--- src/core/fbp_pkg.sv ---
/*
 Constants for the four-pin port: register offsets, field positions and reset values.
 Assumes an APB master with 32-bit data and word-aligned byte addresses.
*/
package fbp_pkg;
    // Byte offsets of the registers
    localparam logic [7:0] FBP_OFF_DATA = 8'h00;
    localparam logic [7:0] FBP_OFF_DIR = 8'h04;
    localparam logic [7:0] FBP_OFF_FUNC = 8'h08;
    // Register index returned by the decoder
    localparam logic [1:0] FBP_IDX_DATA = 2'h0;
    localparam logic [1:0] FBP_IDX_DIR = 2'h1;
    localparam logic [1:0] FBP_IDX_FUNC = 2'h2;
    localparam logic [1:0] FBP_IDX_NONE = 2'h3;
    // Reset values of the stored fields
    localparam logic [3:0] FBP_DATA_RST = 4'hF;
    localparam logic [3:0] FBP_DIR_RST = 4'h0;
    localparam logic [3:0] FBP_FUNC_RST = 4'h0;
    // Fixed read-back patterns
    localparam logic [3:0] FBP_UPPER_ONES = 4'hF;
    localparam logic [7:0] FBP_DIR_READ = 8'hFF;
    // Function register bit positions
    localparam int FBP_FN_PWM_A = 0;
    localparam int FBP_FN_PWM_B = 1;
    localparam int FBP_FN_IRQ = 2;
    localparam int FBP_FN_SPARE = 3;
    // Pin numbers with alternate functions, and the one plain pin
    localparam int FBP_PIN_PWM_A = 0;
    localparam int FBP_PIN_PWM_B = 1;
    localparam int FBP_PIN_IRQ = 2;
    localparam int FBP_PIN_PLAIN = 3;
endpackage

--- src/core/fbp_port.sv ---
/*
 Four-pin general-purpose port with APB register access, one interrupt input hand-off
 and two PWM output hand-offs.
 Assumes PWM signals come from timers on pclk; pins are asynchronous and are synchronised here.
*/
`timescale 1ns/10ps
module fbp_port
    import fbp_pkg::*;
#(
    parameter int ADDR_W = 8
) (
    input wire logic pclk,
    input wire logic presetn,
    input wire logic psel,
    input wire logic penable,
    input wire logic pwrite,
    input wire logic [ADDR_W-1:0] paddr,
    input wire logic [31:0] pwdata,
    output logic [31:0] prdata,
    output logic pready,
    output logic pslverr,
    input wire logic [3:0] pin_in,
    output logic [3:0] pin_out,
    output logic [3:0] pin_oe,
    input wire logic pwm_a_in,
    input wire logic pwm_b_in,
    output logic ext_irq_out
);

    // The decoder compares against 8-bit offsets
    if (ADDR_W < 8) begin : g_chk
        $error("fbp_port: ADDR_W must be at least 8");
    end

    typedef struct packed {
        logic [3:0] data_reg;
        logic [3:0] dir_reg;
        logic [3:0] func_reg;
        logic [3:0] sync1_reg;
        logic [3:0] sync2_reg;
        logic [7:0] rdata_reg;
        logic err_reg;
        logic [3:0] out_reg;
        logic [3:0] oe_reg;
        logic irq_reg;
    } fbp_state_t;

    fbp_state_t st_reg;
    fbp_state_t st_next;

    // Map a byte address onto a register index; anything else is unmapped
    function automatic logic [1:0] fbp_decode(input logic [ADDR_W-1:0] addr);
        logic [1:0] idx;
        idx = FBP_IDX_NONE;
        // A shift rather than a part-select, so the default width of 8 has no empty range
        if ((addr >> 8) == '0) begin
            case (addr[7:0])
                FBP_OFF_DATA: idx = FBP_IDX_DATA;
                FBP_OFF_DIR: idx = FBP_IDX_DIR;
                FBP_OFF_FUNC: idx = FBP_IDX_FUNC;
                default: idx = FBP_IDX_NONE;
            endcase
        end
        return idx;
    endfunction

    logic setup_ph;
    logic write_ph;
    logic [1:0] sel_idx;
    logic [3:0] gpio_own;

    // Zero-wait slave: read data is captured in setup and stands through access
    assign pready = 1'b1;
    assign setup_ph = psel && !penable;
    assign write_ph = psel && penable && pwrite;
    assign sel_idx = fbp_decode(paddr);

    // A pin is general-purpose unless its alternate function is selected
    always_comb begin
        gpio_own = 4'hF;
        gpio_own[FBP_PIN_PWM_A] = !st_reg.func_reg[FBP_FN_PWM_A];
        gpio_own[FBP_PIN_PWM_B] = !st_reg.func_reg[FBP_FN_PWM_B];
        gpio_own[FBP_PIN_IRQ] = !st_reg.func_reg[FBP_FN_IRQ];
    end

    // Next-state logic for the whole block
    always_comb begin
        st_next = st_reg;
        // Two flops before anything looks at the pins
        st_next.sync1_reg = pin_in;
        st_next.sync2_reg = st_reg.sync1_reg;

        // Writes land at the access edge; upper data bits are not stored at all
        if (write_ph) begin
            case (sel_idx)
                FBP_IDX_DATA: st_next.data_reg = pwdata[3:0];
                FBP_IDX_DIR: st_next.dir_reg = pwdata[3:0];
                FBP_IDX_FUNC: st_next.func_reg = pwdata[3:0];
                default: st_next.func_reg = st_reg.func_reg;
            endcase
        end

        // Read data and error flag are prepared during the setup cycle
        if (setup_ph) begin
            st_next.err_reg = (sel_idx == FBP_IDX_NONE);
            case (sel_idx)
                FBP_IDX_DATA: begin
                    // Output pins read the latch, input pins read the pin
                    st_next.rdata_reg = {FBP_UPPER_ONES,
                        (st_reg.data_reg & st_reg.dir_reg) |
                        (st_reg.sync2_reg & ~st_reg.dir_reg)};
                end
                FBP_IDX_DIR: st_next.rdata_reg = FBP_DIR_READ;
                FBP_IDX_FUNC: st_next.rdata_reg = {FBP_UPPER_ONES, st_reg.func_reg};
                default: st_next.rdata_reg = 8'h00;
            endcase
        end

        // Pin drivers: port settings apply only to general-purpose pins
        st_next.oe_reg = st_reg.dir_reg & gpio_own;
        st_next.out_reg = st_reg.data_reg & gpio_own;
        st_next.oe_reg[FBP_PIN_PLAIN] = st_reg.dir_reg[FBP_PIN_PLAIN];
        st_next.out_reg[FBP_PIN_PLAIN] = st_reg.data_reg[FBP_PIN_PLAIN];
        if (st_reg.func_reg[FBP_FN_PWM_A]) begin
            st_next.oe_reg[FBP_PIN_PWM_A] = 1'b1;
            st_next.out_reg[FBP_PIN_PWM_A] = pwm_a_in;
        end
        if (st_reg.func_reg[FBP_FN_PWM_B]) begin
            st_next.oe_reg[FBP_PIN_PWM_B] = 1'b1;
            st_next.out_reg[FBP_PIN_PWM_B] = pwm_b_in;
        end
        // Interrupt mode keeps the driver off even if software breaks the
        // direction restriction, so the board signal is never fought
        st_next.irq_reg = st_reg.func_reg[FBP_FN_IRQ] && st_reg.sync2_reg[FBP_PIN_IRQ];
    end

    // State register
    always_ff @(posedge pclk or negedge presetn) begin
        if (!presetn) begin
            st_reg.data_reg <= FBP_DATA_RST;
            st_reg.dir_reg <= FBP_DIR_RST;
            st_reg.func_reg <= FBP_FUNC_RST;
            st_reg.sync1_reg <= 4'h0;
            st_reg.sync2_reg <= 4'h0;
            st_reg.rdata_reg <= 8'h00;
            st_reg.err_reg <= 1'b0;
            st_reg.out_reg <= 4'h0;
            st_reg.oe_reg <= 4'h0;
            st_reg.irq_reg <= 1'b0;
        end else begin
            st_reg <= st_next;
        end
    end

    // Outputs straight from flops; the upper 24 bits of read data are zero
    assign prdata = {24'h000000, st_reg.rdata_reg};
    assign pslverr = st_reg.err_reg;
    assign pin_out = st_reg.out_reg;
    assign pin_oe = st_reg.oe_reg;
    assign ext_irq_out = st_reg.irq_reg;
endmodule // fbp_port

--- config.mk ---
export PLATFORM = sky130hd
export DESIGN_NAME = fbp_port
export DESIGN_NICKNAME = d
export VERILOG_FILES = /design/src/core/fbp_pkg.sv /design/src/core/fbp_port.sv
export SDC_FILE = /design/constraint.sdc
export NUM_CORES = 1
export LEC_CHECK = 0
export CAP_MARGIN = 20
export CELL_PAD_IN_SITES_DETAIL_PLACEMENT = 1
export CELL_PAD_IN_SITES_GLOBAL_PLACEMENT = 2
export CORE_MARGIN = 4
export CORE_UTILIZATION = 39
export DETAILED_ROUTE_END_ITERATION = 12
export DONT_BUFFER_PORTS = 1
export GPL_ROUTABILITY_DRIVEN = 0
export GPL_TIMING_DRIVEN = 0
export HOLD_SLACK_MARGIN = 0.06
export PLACE_DENSITY = 0.87
export SLEW_MARGIN = 5
export SYNTH_ARGS = -nofsm -noshare
export SYNTH_HDL_FRONTEND = slang
export SYNTH_SLANG_ARGS = --single-unit
--- constraint.sdc ---
create_clock -name pclk -period 1.8 [get_ports pclk]
set_clock_uncertainty 0.05 [all_clocks]
set_input_delay 0.18 -clock pclk [delete_from_list [all_inputs] [get_ports pclk]]
set_output_delay 0.18 -clock pclk [all_outputs]
set_load 0.02 [all_outputs]
==> results of run 1 <==
==> cells in the final DEF, fill, tap and decap left out, types with 2 or more instances in the layout <==
cell           count
mux2_2             2
buf_4             41
dlygate4sd3_1     11
mux2_1            12
mux2i_1            4
a21oi_1            2
nand2_1            4
o21ai_0            4
nor2_1             2
nor4_4             3
inv_1              4
clkbuf_8           6
or2_2              4
dfrtp_1           31
nand2b_1           3
nor2b_1            3
conb_1            25
dfstp_2            4
a32o_1             4
==> power breakdown <==
group | total [mW] | internal [mW] | switching [mW]
Combinational | 0.186 | 0.0791 | 0.107
Sequential | 0.815 | 0.806 | 0.00876
Clock | 0.718 | 0.448 | 0.270
==> final cells by class <==
class                      count  share of cell area
buffer                        42               0.151
clock buffer                   6              0.0400
clock inverter                 2              0.0170
inverter                       4             0.00727
multi-input combinational     77               0.265
sequential                    35               0.427
tap                           50              0.0303
timing repair buffer          12              0.0630
==> cell usage after synthesis (all sizes together) <==
cell type	number
buf	41
dfrtp	31
mux2	14
a32o	4
dfstp	4
inv	4
mux2i	4
nand2	4
o21ai	4
or2	4
nand2b	3
nor2b	3
nor4	3
a21oi	2
conb	2
nor2	2
a22o	1
and2	1
clkbuf	1
nand3	1
nor3	1
or4	1
==> worst register-to-register path: stages (launching register included) <==
cell,delay (ps)
dfrtp_1,370
mux2i_1,200
nand2_1,70
a32o_1,270
==> final timing paths <==
check	slack, ps	to	cells past startpoint
setup reg to reg	730	prdata[1]	3
min in group asynchronous	290	ext_irq_out	2
hold reg to reg	300	st_reg[18]	0
setup / recovery	270	st_reg[26]	3
hold / removal	90	prdata[0]	2
max in group asynchronous	1160	st_reg[34]	2
==> layer usage <==
metal  global-route usage  part of all wire  up-vias
li1                     -                 -      466
met2                0.238              0.56       35
met1                0.148              0.35      489
met4               0.0664             0.021        0
met3               0.0397             0.078        8
met5                    0                 0        -
==> kinds of logic (layout without fill, tap and decap cells) <==
family                 after synthesis  count (layout)  share of synthesized area
flip-flops                          35              35                      0.528
other                                2              25                    0.00450
AO/OA/AOI/OAI                       11              11                     0.0473
AND/OR/NAND/NOR                     23              23                      0.106
buffers and inverters               46              66                      0.196
multiplexers                        18              18                      0.119
==> what timing repair did <==
action,CTS,global route
hold buffers,12,0
endpoints found under the hold margin,53,0
resized for setup,0,0
==> key figures, run 1 <==
Synth
  • Yosys cell types: 23
  • Yosys warnings: 0
  • Avg Synthesized Cell Area: 12.4 sq um
  • Synthesized flop and latch total: 35
  • Area contributors post-synth: dfrtp_1, buf_4, mux2_1
  • Area leader, netlist: dfrtp_1
  • Cells after Synth: 135
  • Register area share after synthesis: 0.528
  • Top-area cell type share of the netlist area: 0.465
  • Post-Syn Area: 1670 sq um

Final layout
  • Max FFs per register: 14
  • Area occupied by multi-input gates: 547 sq um
  • Synth-to-layout area growth: 23.8%
  • Nets: 228
  • Share of cells above drive strength 1: 0.360
  • Diodes inserted: 0
  • Final core utilization: 0.509
  • Seq. cell area: 881 sq um
  • Finished Layout Cells: 228
  • Filler instances: 439
  • Design area: 2060 sq um

Clock tree
  • Max clock buf depth: 2
  • Clk Latency, worst-skew pair: 280 ps
  • Post-CTS Setup Inserts: 0
  • # H-tree levels: 2
  • CTS tree: built
  • Num CTS Buffers: 5
  • CTS Root Cell: clkbuf_8
  • Clock transition at path regs: 70 ps
  • CTS sink count: 35

STA
  • Fin Hold WS: 91.8 ps
  • Crit path time final: 1530 ps
  • Slew @ Worst Pin: 512 ps
  • Final setup fails: 0
  • Final Slew Violations: 0
  • Fmax: 652 MHz
  • RSZ-0062 raised after global routing: false
  • Final WS setup: 266 ps
  • Final worst path period share: 0.852
  • Setup TNS: 0 ps
  • Final hold vios: 0
  • Slew margin rel.: 0.656

Route
  • Routed WL: 3350 microns
  • Vias per inst: 4.38
  • Via count: 998
  • DR pass1 iterations: 3
  • DRT iter0 DRCs: 32
  • Post-route ant nets: 0
  • Drt wl/cell: 14.7 microns
  • DRC viols: 0

Job
  • Max Cap Viol: 0

Global routing
  • GR Util All Layers: 0.136
  • Grt ovf: 0
  • Pin count of the biggest net entering global routing: 36
  • First-pass GRT wire length: 5420 microns
  • Initial antenna violation count: 0
  • Vias in the first global route: 1,117

Setup path
  • Endpoint class of the critical path: flip-flop
  • Worst endpoint required time: 1910 ps
  • CP max FO: 5
  • Reg-to-Reg Start: st_reg[31]
  • Worst path cell trace: or4_4, nor4_4, mux2_1
  • Buffers & Inverters on Critical Path: 0
  • Largest stage delay, worst path: 590 ps
  • CP startpoint kind: input port
  • Slowest CP cell: or4_4
  • Critical Path Start: paddr[7]
  • CP Data Arrival Time: 1650 ps
  • Critical path's top delay family: simple AND/OR/NAND/NOR gates
  • Path type of the worst setup path: input port to flip-flop

Power
  • Leakage: 1.06 nW
  • Power density cells: 832 nW/um^2
  • Design Power: 1.72 mW
  • Worst vdd ir: 0.346 mV

Floorplan
  • Io pins: 94
  • Initial Util: 0.411
  • Die H: 73.4 microns
  • Core ar.: 4060 sq um
  • Core Rows: 23
  • Die X: 73.4 microns
  • Die Area: 5390 sq um

Placed design
  • Pre-CTS setup slack: -30.9 ps
  • IO Port Bufs: 0
  • Placed Cells: 208
  • Detailed placer's ending HPWL: 2530 microns
  • Placement-stage cell area: 1820 sq um

Worst hold path
  • Min-delay src: paddr[3]
  • Hold WC Path Type: input port to flip-flop

Status
  • Status: complete, no violations
Power figures use the tool's default switching activity.
==> run 2: changes to the inputs <==
CELL_PAD_IN_SITES_DETAIL_PLACEMENT = 0   (was 1)
==> run 2 against run 1 <==
Final cell count did not move; cell area fell by 0.85%; largest power group unchanged; sequential share of layout area rose by 0.37 points; clock power fell by 16%; die area did not move; maximum frequency rose by 1.0%; clock-buffer cell count rose by 2; sequential cell count did not move; combinational power barely moved; core utilization fell by 0.43 points.
==> key figures, run 2 (synthesis gave the netlist of run 1 again) <==
Route
  • Drt wl/cell: 13.0 microns (was 14.7 microns)
  • Vias per inst: 4.23 (was 4.38)
  • DRT iter0 DRCs: 26 (was 32)
  • Post-route ant nets: 0 (unchanged)
  • DRC viols: 0 (unchanged)
  • Routed WL: 2970 microns (was 3350 microns)
  • DR pass1 iterations: 4 (was 3)
  • Via count: 964 (was 998)

Global routing
  • GR Util All Layers: 0.117 (was 0.136)
  • Initial antenna violation count: 0 (unchanged)
  • Pin count of the biggest net entering global routing: 36 (unchanged)
  • Vias in the first global route: 996 (was 1,117)
  • Grt ovf: 0 (unchanged)
  • First-pass GRT wire length: 4630 microns (was 5420 microns)

Final layout
  • Most frequent cells in the layout: buf_4, dfrtp_1, conb_1, mux2_1, dlygate4sd3_1 (unchanged)
  • Finished Layout Cells: 228 (unchanged)
  • Diodes inserted: 0 (unchanged)
  • Area occupied by multi-input gates: 547 sq um (unchanged)
  • Max FFs per register: 14 (unchanged)
  • Share of cells above drive strength 1: 0.354 (was 0.360)
  • Filler instances: 367 (was 439)
  • Seq. cell area: 881 sq um (unchanged)
  • Most common cell after layout, fill and taps aside: buf_4 (unchanged)
  • Synth-to-layout area growth: 22.7% (was 23.8%)
  • Nets: 228 (unchanged)

Setup path
  • Critical Path Start: paddr[7] (unchanged)
  • Worst path cell trace: or4_4, nor4_4, mux2_1 (unchanged)
  • Slowest CP cell: or4_4 (unchanged)
  • FF-to-FF End: prdata[2] (was prdata[1])
  • Buffers & Inverters on Critical Path: 0 (unchanged)
  • Endpoint class of the critical path: flip-flop (unchanged)
  • Reg-to-Reg Start: st_reg[32] (was st_reg[31])
  • CP max FO: 5 (unchanged)
  • CP endpoint: st_reg[30] (was st_reg[26])
  • CP Data Arrival Time: 1620 ps (was 1650 ps)
  • Register-to-Register Path Depth: 3 (unchanged)
  • CP startpoint kind: input port (unchanged)
  • Largest stage delay, worst path: 590 ps (about the same)
  • Worst endpoint required time: 1900 ps (was 1910 ps)
  • CP Depth: 3 (unchanged)
  • Path type of the worst setup path: input port to flip-flop (unchanged)
  • Worst reg2reg setup slack: 700 ps (was 730 ps)
  • Critical path's top delay family: simple AND/OR/NAND/NOR gates (unchanged)

Clock tree
  • Post-CTS Setup Inserts: 0 (unchanged)
  • CTS Root Cell: clkbuf_8 (unchanged)
  • Num CTS Buffers: 5 (unchanged)
  • Max clock buf depth: 2 (unchanged)
  • CTS Hold Buffers Added: 12 (unchanged)
  • CTS tree: built (unchanged)
  • Gates resized, CTS repair: 0 (unchanged)
  • # H-tree levels: 2 (unchanged)
  • Clk Latency, worst-skew pair: 270 ps (was 280 ps)
  • Clock transition at path regs: 70 ps (about the same)
  • CTS sink count: 35 (unchanged)

Job
  • Max Cap Viol: 0 (unchanged)

STA
  • Final hold vios: 0 (unchanged)
  • Crit path time final: 1520 ps (was 1530 ps)
  • Fin Hold WS: 93.1 ps (was 91.8 ps)
  • Final setup fails: 0 (unchanged)
  • RSZ-0062 raised after global routing: false (unchanged)
  • Final Slew Violations: 0 (unchanged)
  • Final worst path period share: 0.843 (was 0.852)
  • Slew @ Worst Pin: 545 ps (was 512 ps)
  • Fmax: 659 MHz (was 652 MHz)
  • Setup TNS: 0 ps (unchanged)
  • Slew margin rel.: 0.634 (was 0.656)

Floorplan
  • Initial Util: 0.411 (unchanged)
  • Die H: 73.4 microns (unchanged)
  • Io pins: 94 (unchanged)
  • Die X: 73.4 microns (unchanged)
  • Die Area: 5390 sq um (unchanged)
  • Core Rows: 23 (unchanged)
  • Core ar.: 4060 sq um (unchanged)

Status
  • Status: complete, no violations (unchanged)

Power
  • Worst vdd ir: 0.347 mV (was 0.346 mV)
  • Power density cells: 781 nW/um^2 (was 832 nW/um^2)
  • Leakage: 1.05 nW (was 1.06 nW)

Worst hold path
  • Hold WC Path Type: input port to flip-flop (unchanged)

Placed design
  • Detailed placer's ending HPWL: 2260 microns (was 2530 microns)
  • IO Port Bufs: 0 (unchanged)
  • Placed Cells: 208 (unchanged)
==> run 2: changes by cell type in the layout (fill, tap and decap cells not counted) <==
cell / delta
clkbuf_8: +1
bufinv_16: -1
clkbuf_1: +1
clkinv_2: -1
==> run 2: worst min path at each step <==
| stage | startpoint | end | slack, ps | depth (start not counted) |
|---|---|---|---|---|
| floorplan | presetn | ext_irq_out | -170 | 0 |
| global placement | presetn | ext_irq_out | -160 | 0 |
| detailed placement | presetn | ext_irq_out | -160 | 0 |
| CTS | paddr[3] | prdata[0] | 90 | 2 |
| global route | paddr[3] | prdata[2] | 90 | 2 |
| finish | paddr[3] | prdata[3] | 90 | 2 |
==> run 2: report_power, final <==
part	internal, mW	leakage [nW]	switching, mW	total, mW
registers	0.806	0.450	0.00816	0.814
logic	0.0791	0.549	0.105	0.184
clock network	0.349	0.0515	0.251	0.600
==> run 2: final cells by class <==
class                      count  share of cell area
buffer                        42               0.152
clock buffer                   8              0.0489
inverter                       4             0.00733
multi-input combinational     77               0.267
sequential                    35               0.430
tap                           50              0.0306
timing repair buffer          12              0.0636
==> run 2: stage by stage <==
stage	total power, mW	utilization	worst slack, ps	instance area (sq um)
2_1_floorplan	0.960	-	156	1750
6_report	1.60	0.504	282	2050
3_5_place_dp	0.969	0.448	-58.3	1820
4_1_cts	1.62	0.504	238	2050
3_3_place_gp	0.967	0.448	7.91	1820
5_1_grt	1.69	0.504	246	2050
==> run 2: layer usage <==
metal / GRT usage / routed length [microns] / part of all wire / up-vias
met1: 0.126 / 1060 / 0.36 / 463
met3: 0.0492 / 233 / 0.078 / 2
li1: - / - / - / 464
met4: 0.0423 / 22 / 0.0074 / 0
met5: 0 / 0 / 0 / -
met2: 0.204 / 1650 / 0.56 / 35
==> run 3: changes to the inputs <==
CORE_UTILIZATION = 36   (was 39)
PLACE_DENSITY = 0.81   (was 0.87)
clock period = 1.45 ns   (was 1.8 ns; I/O delays follow)
==> run 3 against run 2 <==
Register-to-register slack got worse by 340 ps; clock-buffer cell count unchanged; die area is 7.4% higher; clock power is 23% higher; setup slack worse by 220 ps; core utilization is 3.2 points lower; critical path type unchanged.
==> key figures, run 3 (synthesis gave the netlist of run 1 again) <==
Clock tree
  • Clock transition at path regs: 60 ps (was 70 ps)
  • CTS Root Cell: clkbuf_8 (unchanged)
  • Clk Latency, worst-skew pair: 280 ps (was 270 ps)
  • CTS tree: built (unchanged)
  • Max clock buf depth: 2 (unchanged)
  • Gates resized, CTS repair: 0 (unchanged)
  • Num CTS Buffers: 5 (unchanged)
  • # H-tree levels: 2 (unchanged)
  • CTS sink count: 35 (unchanged)

STA
  • Fin Hold WS: 122 ps (was 93.1 ps)
  • Final setup fails: 0 (unchanged)
  • Slew margin rel.: 0.669 (was 0.634)
  • Final WS setup: 64.5 ps (was 282 ps)
  • Final hold vios: 0 (unchanged)
  • Final Slew Violations: 0 (unchanged)
  • Final worst path period share: 0.956
  • Crit path time final: 1390 ps
  • RSZ-0062 raised after global routing: false (unchanged)
  • Fmax: 722 MHz
  • Slew @ Worst Pin: 493 ps (was 545 ps)

Global routing
  • Grt ovf: 0 (unchanged)
  • Vias in the first global route: 1,026 (was 996)
  • Initial antenna violation count: 0 (unchanged)
  • First-pass GRT wire length: 4810 microns (was 4630 microns)
  • Pin count of the biggest net entering global routing: 36 (unchanged)
  • GR Util All Layers: 0.105 (was 0.117)

Final layout
  • Synth-to-layout area growth: 25.0% (was 22.7%)
  • Diodes inserted: 0 (unchanged)
  • Nets: 232 (was 228)
  • Max FFs per register: 14 (unchanged)
  • Share of cells above drive strength 1: 0.357 (was 0.354)
  • Most common cell after layout, fill and taps aside: buf_4 (unchanged)
  • Most frequent cells in the layout: buf_4, dfrtp_1, conb_1, dlygate4sd3_1, mux2_1 (was buf_4, dfrtp_1, conb_1, mux2_1, dlygate4sd3_1)

Setup path
  • Path type of the worst setup path: input port to flip-flop (unchanged)
  • CP Data Arrival Time: 1540 ps (was 1620 ps)
  • Worst path cell trace: or4_4, nor4_4, buf_4, mux2_1 (was or4_4, nor4_4, mux2_1)
  • Endpoint class of the critical path: flip-flop (unchanged)
  • CP startpoint kind: input port (unchanged)
  • Slowest CP cell: or4_4 (unchanged)
  • CP max FO: 5 (unchanged)
  • Largest stage delay, worst path: 590 ps (about the same)
  • Buffers & Inverters on Critical Path: 1 (was 0)
  • Worst endpoint required time: 1600 ps (was 1900 ps)
  • Critical path's top delay family: simple AND/OR/NAND/NOR gates (unchanged)

Floorplan
  • Die H: 76.1 microns (was 73.4 microns)
  • Die Area: 5790 sq um (was 5390 sq um)
  • Core ar.: 4410 sq um (was 4060 sq um)
  • Core Rows: 24 (was 23)
  • Die X: 76.1 microns (was 73.4 microns)
  • Initial Util: 0.378 (was 0.411)
  • Io pins: 94 (unchanged)

Route
  • DR pass1 iterations: 4 (unchanged)
  • Vias per inst: 4.28 (was 4.23)
  • DRT iter0 DRCs: 33 (was 26)
  • Post-route ant nets: 0 (unchanged)
  • DRC viols: 0 (unchanged)
  • Routed WL: 2900 microns (was 2970 microns)
  • Via count: 1,001 (was 964)
  • Drt wl/cell: 12.4 microns (was 13.0 microns)

Placed design
  • IO Port Bufs: 0 (unchanged)
  • Detailed placer's ending HPWL: 2190 microns (was 2260 microns)
  • Pre-CTS setup slack: -268 ps (was -58.3 ps)

Power
  • Power density cells: 952 nW/um^2 (was 781 nW/um^2)
  • Worst vdd ir: 0.376 mV (was 0.347 mV)
  • Leakage: 1.07 nW (was 1.05 nW)

Status
  • Status: complete, no violations (unchanged)

Job
  • Max Cap Viol: 0 (unchanged)

Worst hold path
  • Hold WC Path Type: input port to flip-flop (unchanged)
run 3: cell count changes in the layout (fill, tap and decap cells not counted), sizes merged:
cell and delta:
buf +2, dlygate4sd3 +2
run 3: through the flow:
step	setup TNS, ps	power (mW)	util	instance area [sq um]	cells
floorplan	-621	1.19	-	1750	158
detailed placement	-2940	1.20	0.412	1820	210
CTS	0	2.01	0.469	2070	232
finish	0	1.99	0.472	2080	234
global route	0	2.08	0.472	2080	234
global placement	-2950	1.20	0.412	1820	210
run 3: worst reg2reg max path, stage by stage (launching register included):
cell and delay [ps]:
dfrtp_1 380, mux2i_1 220, nand2_1 80, a32o_1 250
run 3: power breakdown:
part	internal [mW]	switching [mW]	leakage (nW)
clock network	0.433	0.307	0.0515
registers	1.00	0.0101	0.450
logic	0.102	0.132	0.569
total	1.54	0.450	1.07
run 3: path summary, 6_finish.rpt:
kind	depth (start not counted)	end	startpoint	slack [ps]
hold / removal	3	prdata[3]	paddr[3]	120
max in group asynchronous	2	st_next[8]	presetn	840
setup / recovery	4	st_reg[35]	paddr[7]	60
setup reg to reg	3	prdata[0]	st_reg[30]	360
min in group asynchronous	2	pin_oe[0]	presetn	270
hold reg to reg	0	st_reg[21]	st_next[21]	300
run 3: what timing repair did:
action                                  in CTS  in global routing
setup buffers                                0                  2
hold endpoints to repair                    58                  0
endpoints found under the setup margin       0                  3
hold buffers                                14                  0
run 3: metal layers:
metal | global-route usage | routed length [microns] | vias up
met1 | 0.129 | 1240 | 467
li1 | - | - | 475
met3 | 0.0437 | 269 | 3
met2 | 0.151 | 1360 | 56
met5 | 0 | 0 | -
met4 | 0.0664 | 36 | 0
run 3: area by class of cell:
type | instances | area, sq um
fillers | 418 | 2330
plain buffers | 42 | 312
flip-flops and latches | 35 | 881
clock buffers | 8 | 100
repair buffers | 16 | 165
inverters | 4 | 15.0
multi-input cells | 77 | 547
well taps | 52 | 65.1
